==> config.mk <==
export PLATFORM = sky130hd
export DESIGN_NAME = pvw_irq_wakeup
export DESIGN_NICKNAME = d
export VERILOG_FILES = /design/src/pvw_pkg.sv /design/src/pvw_arb.sv /design/src/pvw_irq_wakeup.sv
export SDC_FILE = /design/constraint.sdc
export NUM_CORES = 1
export LEC_CHECK = 0
export ABC_AREA = 1
export BUFFER_PORTS_ARGS = -buffer_cell sky130_fd_sc_hd__buf_2
export CORE_MARGIN = 2
export CORE_UTILIZATION = 43
export CTS_CLUSTER_DIAMETER = 150
export DETAILED_ROUTE_END_ITERATION = 8
export GPL_ROUTABILITY_DRIVEN = 0
export PLACE_DENSITY = 0.79
export SYNTH_ARGS = -nofsm -noshare
export SYNTH_HDL_FRONTEND = slang
export SYNTH_SLANG_ARGS = --single-unit
==> constraint.sdc <==
create_clock -name clk -period 2.4 [get_ports clk]
set_input_delay 0.12 -clock clk [delete_from_list [all_inputs] [get_ports clk]]
set_output_delay 0.12 -clock clk [all_outputs]
set_load 0.02 [all_outputs]
==> src/pvw_pkg.sv <==
// Purpose: shared constants, source layout and helpers of the vectored
//          interrupt controller with standby wake-up
// Assumes: one system clock at 250 MHz
// Notes:   sources are a flat vector, grouped by vector in address order
`default_nettype none

package pvw_pkg;

  // ----------------------------------------------------------------
  // sizes
  // ----------------------------------------------------------------
  localparam int NSRC   = 61;
  localparam int NVEC   = 14;
  localparam int NLVL   = 3;
  localparam int LVL_W  = 2;
  localparam int IDX_W  = 4;
  localparam int ADDR_W = 20;
  localparam int NPIN   = 8;

  // level codes: 0 low, 1 high, 2 highest; code 3 is read as highest
  localparam logic [LVL_W-1:0] LVL_MAX = 2'h2;

  typedef enum logic [2:0] {
    ST_RUN,
    ST_HALT,
    ST_HOLD,
    ST_SSTOP,
    ST_WAKE
  } pvw_mode_t;

  // ----------------------------------------------------------------
  // vector table and source layout
  // ----------------------------------------------------------------
  localparam logic [ADDR_W-1:0] VEC_ADDR [NVEC] = '{
    20'h08000, 20'h08004, 20'h08008, 20'h0800C, 20'h08014,
    20'h08018, 20'h0801C, 20'h08020, 20'h08024, 20'h0802C,
    20'h08030, 20'h08034, 20'h08038, 20'h0803C};
  localparam int VEC_FIRST [NVEC] = '{0, 1, 3, 5, 6, 7, 14, 21, 28, 32, 34, 38, 44, 48};
  localparam int VEC_LAST  [NVEC] = '{0, 2, 4, 5, 6, 13, 20, 27, 31, 33, 37, 43, 47, 60};

  // wake-capable source groups
  localparam int SRC_BTM_LO  = 1;
  localparam int SRC_BTM_HI  = 2;
  localparam int SRC_UA2_LO  = 10;
  localparam int SRC_UA2_HI  = 13;
  localparam int SRC_IR_LO   = 24;
  localparam int SRC_IR_HI   = 27;
  localparam int SRC_SS1_LO  = 30;
  localparam int SRC_SS1_HI  = 31;
  localparam int SRC_SS4_LO  = 36;
  localparam int SRC_SS4_HI  = 37;
  localparam int SRC_UA3_LO  = 40;
  localparam int SRC_UA3_HI  = 43;
  localparam int SRC_SS0_LO  = 45;
  localparam int SRC_SS0_HI  = 47;
  localparam int SRC_PORT_LO = 48;
  localparam int SRC_PORT_HI = 58;
  localparam int SRC_RTC     = 59;

  // external pins that can end hold: all but pin 3
  localparam logic [NPIN-1:0] HOLD_PIN_MASK = 8'hF7;

  // ----------------------------------------------------------------
  // timing
  // ----------------------------------------------------------------
  localparam int CLK_MHZ        = 250;
  localparam int OSC_SETTLE_NS  = 1000;
  localparam int OSC_SETTLE_CYC = (OSC_SETTLE_NS * CLK_MHZ + 999) / 1000;
  localparam int CNT_W          = $clog2(OSC_SETTLE_CYC + 1);

  // ----------------------------------------------------------------
  // helpers
  // ----------------------------------------------------------------
  function automatic logic [NSRC-1:0] src_range(input int lo, input int hi);
    logic [NSRC-1:0] m;
    m = '0;
    for (int i = 0; i < NSRC; i++) begin
      if (i >= lo && i <= hi) begin
        m[i] = 1'b1;
      end
    end
    return m;
  endfunction

  function automatic logic [NSRC-1:0] vec_mask(input int v);
    return src_range(VEC_FIRST[v], VEC_LAST[v]);
  endfunction

  function automatic logic [LVL_W-1:0] lvl_of(input logic [LVL_W*NVEC-1:0] l,
                                               input int v);
    logic [LVL_W-1:0] x;
    x = l[LVL_W*v +: LVL_W];
    return (x > LVL_MAX) ? LVL_MAX : x;
  endfunction

  // a level is open when nothing at or above it is in service
  function automatic logic lvl_open(input logic [NLVL-1:0] svc,
                                    input logic [LVL_W-1:0] lvl);
    return (svc >> lvl) == '0;
  endfunction

  localparam logic [NSRC-1:0] HOLD_WAKE_SRC =
    src_range(SRC_PORT_LO, SRC_PORT_HI) | src_range(SRC_SS0_LO, SRC_SS0_HI) |
    src_range(SRC_SS1_LO, SRC_SS1_HI) | src_range(SRC_SS4_LO, SRC_SS4_HI) |
    src_range(SRC_UA2_LO, SRC_UA2_HI) | src_range(SRC_UA3_LO, SRC_UA3_HI);
  localparam logic [NSRC-1:0] SSTOP_WAKE_SRC = HOLD_WAKE_SRC |
    src_range(SRC_BTM_LO, SRC_BTM_HI) | src_range(SRC_IR_LO, SRC_IR_HI) |
    src_range(SRC_RTC, SRC_RTC);

endpackage

`default_nettype wire

==> src/pvw_arb.sv <==
// Purpose: picks the winning vector among pending ones
// Assumes: purely combinational, fed from same-clock logic
// Notes:   level first, lowest vector index on a tie
`timescale 1ns/10ps
`default_nettype none

module pvw_arb
  import pvw_pkg::*;
(
  input  wire logic [NVEC-1:0]       vec_pend,
  input  wire logic [LVL_W*NVEC-1:0] vec_level,
  input  wire logic [NLVL-1:0]       svc_mask,
  output logic                       win_ok,
  output logic [IDX_W-1:0]           win_idx,
  output logic [LVL_W-1:0]           win_lvl
);

  // ----------------------------------------------------------------
  // search
  // ----------------------------------------------------------------
  logic             found;
  logic [LVL_W-1:0] best_lvl;
  logic [IDX_W-1:0] best_idx;

  // ascending scan with a strict compare, so a tie keeps the lower address
  always_comb begin
    found    = 1'b0;
    best_lvl = '0;
    best_idx = '0;
    for (int v = 0; v < NVEC; v++) begin
      if (vec_pend[v] && (!found || lvl_of(vec_level, v) > best_lvl)) begin
        found    = 1'b1;
        best_lvl = lvl_of(vec_level, v);
        best_idx = IDX_W'(v);
      end
    end
    win_idx = best_idx;
    win_lvl = best_lvl;
    // only the top pending level is checked: if it is blocked all are
    win_ok  = found && lvl_open(svc_mask, best_lvl);
  end

endmodule

`default_nettype wire

==> src/pvw_irq_wakeup.sv <==
// Purpose: vectored interrupt controller with three nesting levels and
//          the standby (halt, hold, sub-clock stop) wake-up control
// Assumes: source flags and enables come from same-clock peripherals;
//          external interrupt pins are asynchronous
// Notes:   source flags stay in the peripherals and are cleared there
`timescale 1ns/10ps
`default_nettype none

// Overview of operation
// - three levels, nested service tracked per level
// - no grant at or below serviced level
// - highest pending level wins
// - equal level: smallest vector address wins
// - 61 sources folded onto 14 vectors
// - 08018H: pin 2, timer 1, async 2
// - 0801CH: pin 3, timer 2, both i2c
// - 0803CH: ports 0 and 5, clock, crc
// - 0802CH: pwm unit and master i2c 1
// - 08030H: converter, timer 5, sync serial 4
// - halt: core stops, peripherals and oscillators run
// - hold: everything stops, all oscillators off
// - hold ends on pins, ports, serial units
// - sub-clock stop: fast oscillators off, crystal kept
// - sub-clock stop adds timer, receiver, clock wake
module pvw_irq_wakeup
  import pvw_pkg::*;
(
  input  wire logic                  clk,
  input  wire logic                  rstn,
  input  wire logic                  ce,
  input  wire logic [NSRC-1:0]       src_flag,
  input  wire logic [NSRC-1:0]       src_en,
  input  wire logic [LVL_W*NVEC-1:0] vec_level,
  input  wire logic                  irq_ack,
  input  wire logic                  irq_reti,
  input  wire logic [NPIN-1:0]       ext_irq_pin,
  input  wire logic [NPIN-1:0]       pin_wake_level,
  input  wire logic                  halt_req,
  input  wire logic                  hold_req,
  input  wire logic                  sstop_req,
  input  wire logic                  main_osc_on,
  input  wire logic                  rc_osc_on,
  input  wire logic                  low_osc_on,
  output var  logic                  irq_req_q,
  output var  logic [ADDR_W-1:0]     irq_addr_q,
  output var  logic [LVL_W-1:0]      irq_lvl_q,
  output var  logic [NLVL-1:0]       in_svc_q,
  output var  logic [NVEC-1:0]       vec_pend_q,
  output var  logic                  cpu_run_q,
  output var  logic                  periph_run_q,
  output var  logic                  lowclk_run_q,
  output var  logic                  main_osc_en_q,
  output var  logic                  rc_osc_en_q,
  output var  logic                  low_osc_en_q
);

  // ----------------------------------------------------------------
  // pin synchroniser
  // ----------------------------------------------------------------
  logic [NPIN-1:0] pin_s1_q;
  logic [NPIN-1:0] pin_s2_q;

  // the pins are asynchronous; only the second stage is looked at
  always_ff @(posedge clk or negedge rstn) begin
    if (!rstn) begin
      pin_s1_q <= '0;
      pin_s2_q <= '0;
    end else if (ce) begin
      pin_s1_q <= ext_irq_pin;
      pin_s2_q <= pin_s1_q;
    end
  end

  // ----------------------------------------------------------------
  // pending and arbitration
  // ----------------------------------------------------------------
  logic [NSRC-1:0]   src_act;
  logic [NVEC-1:0]   vec_pend_d;
  logic [NLVL-1:0]   in_svc_d;
  logic              irq_req_d;
  logic [ADDR_W-1:0] irq_addr_d;
  logic [LVL_W-1:0]  irq_lvl_d;
  logic              win_ok;
  logic [IDX_W-1:0]  win_idx;
  logic [LVL_W-1:0]  win_lvl;
  pvw_mode_t         mode_q;
  pvw_mode_t         mode_d;

  assign src_act = src_flag & src_en;

  // per-vector OR of the enabled flags, grouped by the source layout
  always_comb begin
    for (int v = 0; v < NVEC; v++) begin
      vec_pend_d[v] = |(src_act & vec_mask(v));
    end
  end

  // return drops the deepest level first; an ack in the same cycle
  // still sets its own level, so the new entry is never lost
  always_comb begin
    in_svc_d = in_svc_q;
    if (irq_reti) begin
      if (in_svc_d[2]) begin
        in_svc_d[2] = 1'b0;
      end else if (in_svc_d[1]) begin
        in_svc_d[1] = 1'b0;
      end else begin
        in_svc_d[0] = 1'b0;
      end
    end
    if (irq_ack && irq_req_q) begin
      in_svc_d[irq_lvl_q] = 1'b1;
    end
  end

  // arbitration looks at next-cycle service state, so an acked
  // request is withdrawn at the very next edge
  pvw_arb u_arb (
    .vec_pend  (vec_pend_d),
    .vec_level (vec_level),
    .svc_mask  (in_svc_d),
    .win_ok    (win_ok),
    .win_idx   (win_idx),
    .win_lvl   (win_lvl)
  );

  // requests reach the core only in full run, i.e. after wake settle
  always_comb begin
    irq_req_d  = win_ok && (mode_d == ST_RUN);
    irq_addr_d = VEC_ADDR[win_idx];
    irq_lvl_d  = win_lvl;
  end

  always_ff @(posedge clk or negedge rstn) begin
    if (!rstn) begin
      vec_pend_q <= '0;
      in_svc_q   <= '0;
      irq_req_q  <= 1'b0;
      irq_addr_q <= '0;
      irq_lvl_q  <= '0;
    end else if (ce) begin
      vec_pend_q <= vec_pend_d;
      in_svc_q   <= in_svc_d;
      irq_req_q  <= irq_req_d;
      irq_addr_q <= irq_addr_d;
      irq_lvl_q  <= irq_lvl_d;
    end
  end

  // ----------------------------------------------------------------
  // standby control
  // ----------------------------------------------------------------
  logic             pin_hit;
  logic             hold_wake;
  logic             sstop_wake;
  logic [CNT_W-1:0] wake_cnt_q;
  logic [CNT_W-1:0] wake_cnt_d;
  logic             cpu_run_d;
  logic             periph_run_d;
  logic             lowclk_run_d;
  logic             main_osc_en_d;
  logic             rc_osc_en_d;
  logic             low_osc_en_d;

  // wake causes: an unmasked pin at its programmed level or an enabled wake-capable source
  always_comb begin
    pin_hit    = |(~(pin_s2_q ^ pin_wake_level) & HOLD_PIN_MASK);
    hold_wake  = pin_hit || |(src_act & HOLD_WAKE_SRC);
    sstop_wake = pin_hit || |(src_act & SSTOP_WAKE_SRC);
  end

  // mode sequence; hold beats sub-clock stop beats halt on a tie
  always_comb begin
    mode_d     = mode_q;
    wake_cnt_d = wake_cnt_q;
    case (mode_q)
      ST_RUN: begin
        if (hold_req) begin
          mode_d = ST_HOLD;
        end else if (sstop_req) begin
          mode_d = ST_SSTOP;
        end else if (halt_req) begin
          mode_d = ST_HALT;
        end
      end
      ST_HALT: begin
        if (|vec_pend_d) begin
          mode_d = ST_RUN;
        end
      end
      ST_HOLD: begin
        if (hold_wake) begin
          mode_d     = ST_WAKE;
          wake_cnt_d = '0;
        end
      end
      ST_SSTOP: begin
        if (sstop_wake) begin
          mode_d     = ST_WAKE;
          wake_cnt_d = '0;
        end
      end
      ST_WAKE: begin
        // oscillators restart here; the core waits for them
        if (wake_cnt_q == CNT_W'(OSC_SETTLE_CYC - 1)) begin
          mode_d = ST_RUN;
        end else begin
          wake_cnt_d = wake_cnt_q + 1'b1;
        end
      end
      default: begin
        mode_d = ST_RUN;
      end
    endcase
  end

  // clock and run enables follow the next mode
  always_comb begin
    cpu_run_d    = (mode_d == ST_RUN);
    periph_run_d = (mode_d == ST_RUN) || (mode_d == ST_HALT);
    lowclk_run_d = periph_run_d || (mode_d == ST_SSTOP);
    main_osc_en_d = main_osc_on;
    rc_osc_en_d   = rc_osc_on;
    low_osc_en_d  = low_osc_on;
    if (mode_d == ST_HOLD) begin
      main_osc_en_d = 1'b0;
      rc_osc_en_d   = 1'b0;
      low_osc_en_d  = 1'b0;
    end else if (mode_d == ST_SSTOP) begin
      main_osc_en_d = 1'b0;
      rc_osc_en_d   = 1'b0;
      low_osc_en_d  = low_osc_en_q; // frozen at entry
    end
  end

  always_ff @(posedge clk or negedge rstn) begin
    if (!rstn) begin
      mode_q        <= ST_RUN;
      wake_cnt_q    <= '0;
      cpu_run_q     <= 1'b1;
      periph_run_q  <= 1'b1;
      lowclk_run_q  <= 1'b1;
      main_osc_en_q <= 1'b0;
      rc_osc_en_q   <= 1'b0;
      low_osc_en_q  <= 1'b0;
    end else if (ce) begin
      mode_q        <= mode_d;
      wake_cnt_q    <= wake_cnt_d;
      cpu_run_q     <= cpu_run_d;
      periph_run_q  <= periph_run_d;
      lowclk_run_q  <= lowclk_run_d;
      main_osc_en_q <= main_osc_en_d;
      rc_osc_en_q   <= rc_osc_en_d;
      low_osc_en_q  <= low_osc_en_d;
    end
  end

  // ----------------------------------------------------------------
  // checks
  // ----------------------------------------------------------------
  // true when some pending vector beats vector idx
  function automatic logic beaten(input logic [NVEC-1:0] p,
                                  input logic [LVL_W*NVEC-1:0] l,
                                  input logic [IDX_W-1:0] idx,
                                  input logic tie);
    logic b;
    b = 1'b0;
    for (int v = 0; v < NVEC; v++) begin
      if (p[v] && lvl_of(l, v) > lvl_of(l, int'(idx))) begin
        b = 1'b1;
      end
      if (tie && p[v] && v < int'(idx) && lvl_of(l, v) == lvl_of(l, int'(idx))) begin
        b = 1'b1;
      end
    end
    return b;
  endfunction
endmodule

`default_nettype wire

==> impl_metrics.tcl, run 1 <==
set metrics [dict create \
    critPathMaxStageDelay_ps 320 \
    path_clk_slew_ps 120 \
    grt_pass1_wl_um 27900 \
    cts-root-buf "clkbuf_8" \
    rsz0062_at_grt "yes" \
    dp_hpwl_um 11700 \
    post_drt_wl_per_cell_um 16.7 \
    holdCritPathClass "input pin to flop" \
    ir_worst_vdd_mv 0.718 \
    grt_pass1_vias 6262 \
    avgSynthCellArea_um2 6.79 \
    p_clk_share_pct 8.0 \
    die_area_um2 11600 \
    fin_hold_ws_ps 2.16 \
    antenna_left 0 \
    overflow 0 \
    clock.fmax_mhz 80.4 \
    core-area_um2 10400 \
    drc_errors 0 \
    crit_path_top_delay_cell "ha_1" \
    cts-buffers-inserted 5 \
    power.switching_uw 3340 \
    relSlewSlack_pct 51.5 \
    synthFlopType "dfrtp_1" \
    tightestPinTransition_ps 728 \
    pwr-share-comb_pct 74.4 \
    synth_edf_count 0 \
    tns_ps -77620 \
    critPathTopFamily "simple AND/OR/NAND/NOR gates" \
    violations "negative setup slack" \
    nNetsFinal 1289 \
    num_rows 37 \
    cts_sinks 56 \
    critical_path_class "input pin to flop" \
    synth_cell_types 47 \
    vias_per_cell 5.22 \
    cts_tree "built" \
    layout-drive-gt1-share_pct 55.4 \
    synth_area_um2 4610 \
    clk_path_buf_depth 2 \
    cp_num_buf_inv 18 \
    track_usage_pct 30.3 \
    timing.final.crit_share_pct 518 \
    cp-end-kind "flop" \
    clock_latency_ps 320 \
    timing.final.crit_period_ps 12440 \
    critPathArrivalTime_ps 12650 \
    die_x_um 108 \
    swShare_pct 46.4 \
    vias 6394 \
    slew_viol_final 0 \
    cp_common_cell "nand2_2" \
    finalSetupViolCount 13 \
    synth_seq_area_share_pct 30.5 \
    internal_power_uw 3860 \
    crit_start "src_en[0]" \
    hold_viol 0 \
    required_ps 2610 \
    first_iter_violations 425 \
    antenna_found_initial 1 \
    setup_slack_ps -10040 \
    synthCells 678 \
    start_util_pct 44.4 \
    p_leak_uw 0.00450 \
    clock_skew_ps 10.0 \
    ys_warn_count 0 \
    first_pass_iters 5 \
    ys_ff_latch 56 \
    wirelength_um 20500 \
    ios 223 \
    r2r-start "pin_s2_q[4]" \
    cts-htree-levels 2 \
    drv_cap 0 \
    syn2layout_area_growth_pct 77.4 \
    power.total_uw 7200 \
    powerDensity_nw_per_um2 881 \
    portBuffers 205 \
    hold_start "ext_irq_pin[7]" \
    fin_util_pct 78.8 \
    grt_max_degree 43 \
    async_flop_share_pct 100 \
    die-height_um 108 \
    status "finished, violations left" \
    cp-start-kind "input pin" \
    seq_power_share_pct 17.6 \
    cp_max_fo 5 \
]
## layer usage
| layer | GRT usage, % | vias to the layer above | routed length (µm) |
|---|---|---|---|
| li1 | - | 2979 | - |
| met1 | 34.1 | 2918 | 7590 |
| met2 | 54.7 | 387 | 10100 |
| met3 | 5.75 | 110 | 1620 |
| met4 | 14.2 | 0 | 1210 |
| met5 | 0 | - | 0 |
## worst min-delay path: stages
cell	delay [ps]
buf_2	70
nand2_1	50
nand2_1	50
## path summary, 6_finish.rpt
path / slack (ps) / depth (start not counted) / end
setup / recovery: -10040 / 103 / irq_addr_q[4]
hold / removal: 2 / 3 / pin_s1_q[7]
setup reg to reg: 80 / 13 / rc_osc_en_q
hold reg to reg: 480 / 2 / cpu_run_q
max in group asynchronous: 1230 / 3 / vec_pend_q[0]
min in group asynchronous: 400 / 2 / low_osc_en_q
## sequential cells by signal (all words and copies together), names as in the netlist
| signal | count |
|---|---|
| periph_run_q | 1 |
| low_osc_en_q | 1 |
| cpu_run_q | 1 |
| irq_req_q | 1 |
| main_osc_en_q | 1 |
| in_svc_q | 3 |
| vec_pend_q | 14 |
| pin_s2_q | 7 |
| rc_osc_en_q | 1 |
| irq_lvl_q | 2 |
| wake_cnt_q | 8 |
| lowclk_run_q | 1 |
| irq_addr_q | 5 |
| pin_s1_q | 7 |
| mode_q | 3 |
## stage by stage
step                      worst slack, ps  cells  instance area (µm²)
final                              -10040   1226                 8170
after global routing               -10530   1225                 8170
after CTS                           -9130   1211                 7760
after detailed placement            -9910   1129                 6740
after global placement              -9370   1129                 6740
after floorplan                     -9290    692                 4770
## cells in the final DEF, fill, tap and decap left out, types with 6 or more instances in the layout
cell type / n
o21ai_0: 24
a22o_1: 13
nand3_1: 20
nand2_1: 178
inv_2: 19
nand4_1: 8
a21oi_1: 6
nand2_2: 33
nor2_4: 7
nor3_2: 6
buf_2: 202
nand3_2: 19
dfrtp_1: 53
ha_1: 8
nand2_4: 18
buf_4: 205
o21ai_1: 11
conb_1: 15
nor2_1: 33
o21ai_2: 12
ha_4: 15
o21ai_4: 9
nor2_2: 8
inv_1: 79
buf_6: 6
## cells in the mapped netlist (all sizes together) (2+ instances only)
library cell    n  share of area (%)
nand2         230                 21
inv           100                8.1
o21ai          56                6.2
dfrtp          53                 29
nor2           48                4.2
nand3          42                6.0
ha             24                6.5
buf            17                2.6
nor3           15                1.6
a22o           14                2.7
clkbuf         13                1.1
a21oi          10                1.2
nand4           8                1.1
o22ai           5               0.68
or2             5               0.68
nor4            4               0.54
xor2            4               0.76
and2            3               0.41
dfstp           3                1.7
nand3b          3               0.49
a31oi           2               0.27
a32o            2               0.43
o31ai           2               0.33
or4             2               0.33
xnor2           2               0.38
## power groups by stage
| stage | clock network (µW) | logic (µW) | registers [µW] |
|---|---|---|---|
| 2_1_floorplan | 0 | 2050 | 1420 |
| 3_3_place_gp | 0 | 3440 | 1280 |
| 3_5_place_dp | 0 | 3530 | 1280 |
| 4_1_cts | 568 | 4370 | 1260 |
| 5_1_grt | 606 | 5680 | 1290 |
| 6_report | 574 | 5360 | 1270 |
## cells by family after synthesis
kind of cell	share of synthesized area, %
flops	30.5
other cells	0.0814
fa+ha+maj	6.52
compound gates	13.3
buf+inv	11.8
simple gates	36.6
xor+xnor	1.14
## area by class of cell
cell class	instances	area (µm²)
clock buffer	5	68.8
antenna	1	2.50
tap	136	170
fill	701	2200
inverter	100	380
clock inverter	3	22.5
timing repair buffer	419	2690
sequential	56	1410
multi-input combinational	506	3440
## repair_timing
action                     in CTS  in global routing
gates resized for setup        85                 65
hold endpoints to repair       31                  0
pin swaps                      95                 79
hold buffers                    4                  0
setup buffers                  72                 18
setup endpoints to repair      18                 24
No activity file was read; power rests on OpenSTA's default activity.
==> run 2: changes to the inputs <==
--- a/config.mk
+++ b/config.mk
@@ -7,6 +7,7 @@
 export LEC_CHECK = 0
 export ABC_AREA = 1
 export BUFFER_PORTS_ARGS = -buffer_cell sky130_fd_sc_hd__buf_2
+export CORE_ASPECT_RATIO = 2
 export CORE_MARGIN = 2
 export CORE_UTILIZATION = 43
 export CTS_CLUSTER_DIAMETER = 150
==> run 2 against run 1 <==
  * The flow still finishes with violations (negative setup slack)
  * Critical path type unchanged
  * Critical endpoint is now irq_addr_q[5]
  * Combinational power rose by 7.3%
  * Core utilization rose by 2.8 points
  * Sequential share of layout area fell by 0.75 points
  * Largest cell class unchanged
==> impl_metrics.tcl, run 2 (same netlist as run 1, synthesis figures left out) <==
set metrics [dict create \
    crit_path_top_delay_cell "ha_1" \
    ios 223 \
    drv_cap 0 \
    endpoint "irq_addr_q[5]" \
    cp_common_cell "nand2_2" \
    tightestPinTransition_ps 733 \
    pre_cts_slack_ps -10060 \
    clock_latency_ps 310 \
    portBuffers 205 \
    first_pass_iters 6 \
    ff2ff_path_depth 16 \
    r2r-start "pin_s2_q[4]" \
    setup_slack_ps -10390 \
    ir_worst_vdd_mv 0.660 \
    die-height_um 150 \
    syn2layout_area_growth_pct 85.5 \
    critPathMaxStageDelay_ps 350 \
    overflow 0 \
    r2r_end "wake_cnt_q[6]" \
    final_cell_mix "202 x buf_2, 187 x buf_4, 164 x nand2_1, 79 x inv_1, 53 x dfrtp_1" \
    clock.fmax_mhz 78.2 \
    fin_util_pct 81.6 \
    track_usage_pct 30.2 \
    path_clk_slew_ps 80 \
    vias 6562 \
    timing.final.crit_share_pct 533 \
    grt_pass1_vias 6387 \
    required_ps 2600 \
    die_area_um2 11600 \
    cp_max_fo 4 \
    largest-register "vec_pend_q" \
    start_util_pct 44.0 \
    timing.final.crit_period_ps 12790 \
    antenna_found_initial 1 \
    hold_viol 0 \
    p_leak_uw 0.00463 \
    layout-drive-gt1-share_pct 58.1 \
    core-area_um2 10500 \
    dp_hpwl_um 12700 \
    layout_commonest_cell "buf_2" \
    drc_errors 0 \
    power.total_uw 7810 \
    antenna_left 0 \
    clock_skew_ps 6.41 \
    relSlewSlack_pct 49.8 \
    status "finished, violations left" \
    cp-start-kind "input pin" \
    holdCritPathClass "input pin to flop" \
    nNetsFinal 1291 \
    clk_path_buf_depth 2 \
    largest_reg_flops 14 \
    cts-buffers-inserted 5 \
    violations "negative setup slack" \
    grt_pass1_wl_um 28100 \
    cts-root-buf "clkbuf_16" \
    cp-end-kind "flop" \
    rrSetupSlack_ps -150 \
    slew_viol_final 0 \
    cts_tree "built" \
    critical_path_class "input pin to flop" \
    grt_max_degree 55 \
    num_rows 53 \
    vias_per_cell 5.34 \
    post_drt_wl_per_cell_um 17.8 \
    finalSetupViolCount 19 \
    cts-htree-levels 2 \
    rsz0062_at_grt "yes" \
    reg_top3 "vec_pend_q (14), wake_cnt_q (8)" \
    critPathArrivalTime_ps 13000 \
    die_x_um 77.2 \
    wirelength_um 21900 \
    first_iter_violations 410 \
    crit_start "src_flag[0]" \
    powerDensity_nw_per_um2 914 \
    cts_sinks 56 \
]
run 2: cell count changes in the layout (fill, tap and decap cells not counted), moves of 5 or more:
cell       delta
buf_4        -18
buf_6        +22
clkbuf_16     +5
clkbuf_8      -5
nand2_1      -14
nand2_2       +6
nand2_4       +7
run 2: how the worst min path moves through the flow:
stage | startpoint | to | cells past startpoint
floorplan | rstn | in_svc_q[0] | 0
global placement | rstn | pin_s2_q[0] | 1
detailed placement | rstn | pin_s2_q[0] | 1
CTS | ext_irq_pin[6] | pin_s1_q[6] | 3
global route | ext_irq_pin[6] | pin_s1_q[6] | 3
finish | ext_irq_pin[6] | pin_s1_q[6] | 3
run 2: cell type report:
cell class,instances,area [µm²]
flip-flops and latches,56,1410
repair buffers,421,2790
clock buffers,5,125
multi-input cells,506,3640
clock inverters,3,27.5
diodes,1,2.50
well taps,137,171
fillers,625,1930
inverters,100,393
run 2: metrics by stage:
| stage | hold WS [ps] | instance area, µm² | TNS, ps | instances |
|---|---|---|---|---|
| final | 18.6 | 8550 | -85980 | 1229 |
| after global routing | 27.7 | 8550 | -90760 | 1229 |
| after floorplan | -176 | 4770 | -63480 | 692 |
| after CTS | 17.6 | 7800 | -70380 | 1200 |
| after detailed placement | 51.6 | 6800 | -78650 | 1138 |
| after global placement | 50.5 | 6800 | -74420 | 1138 |
run 2: worst max-delay path: cells and delay by family:
family | cells | cell delay, ps
AO/OA/AOI/OAI | 20 | 2910
AND/OR/NAND/NOR | 57 | 5620
adder cells (fa/ha/maj) | 14 | 3570
buffers and inverters | 11 | 720
run 2: routing by layer:
metal / GRT usage, % / share of wire, %
met1: 27.5 / 31
met2: 61.7 / 53
met3: 3.18 / 7.0
met4: 18.3 / 9.8
met5: 0 / 0
run 2: where the power goes:
group          switching (µW)  total, µW  internal (µW)
registers                 137       1270           1140
logic                    3150       5750           2590
clock network             391        789            398
total                    3680       7810           4130
run 2: what timing repair did:
| item | in CTS | in global routing |
|---|---|---|
| hold buffers | 1 | 0 |
| endpoints found under the setup margin | 23 | 22 |
| resized for setup | 101 | 124 |
| endpoints found under the hold margin | 15 | 0 |
| pin swaps | 78 | 89 |
| setup buffers | 54 | 32 |
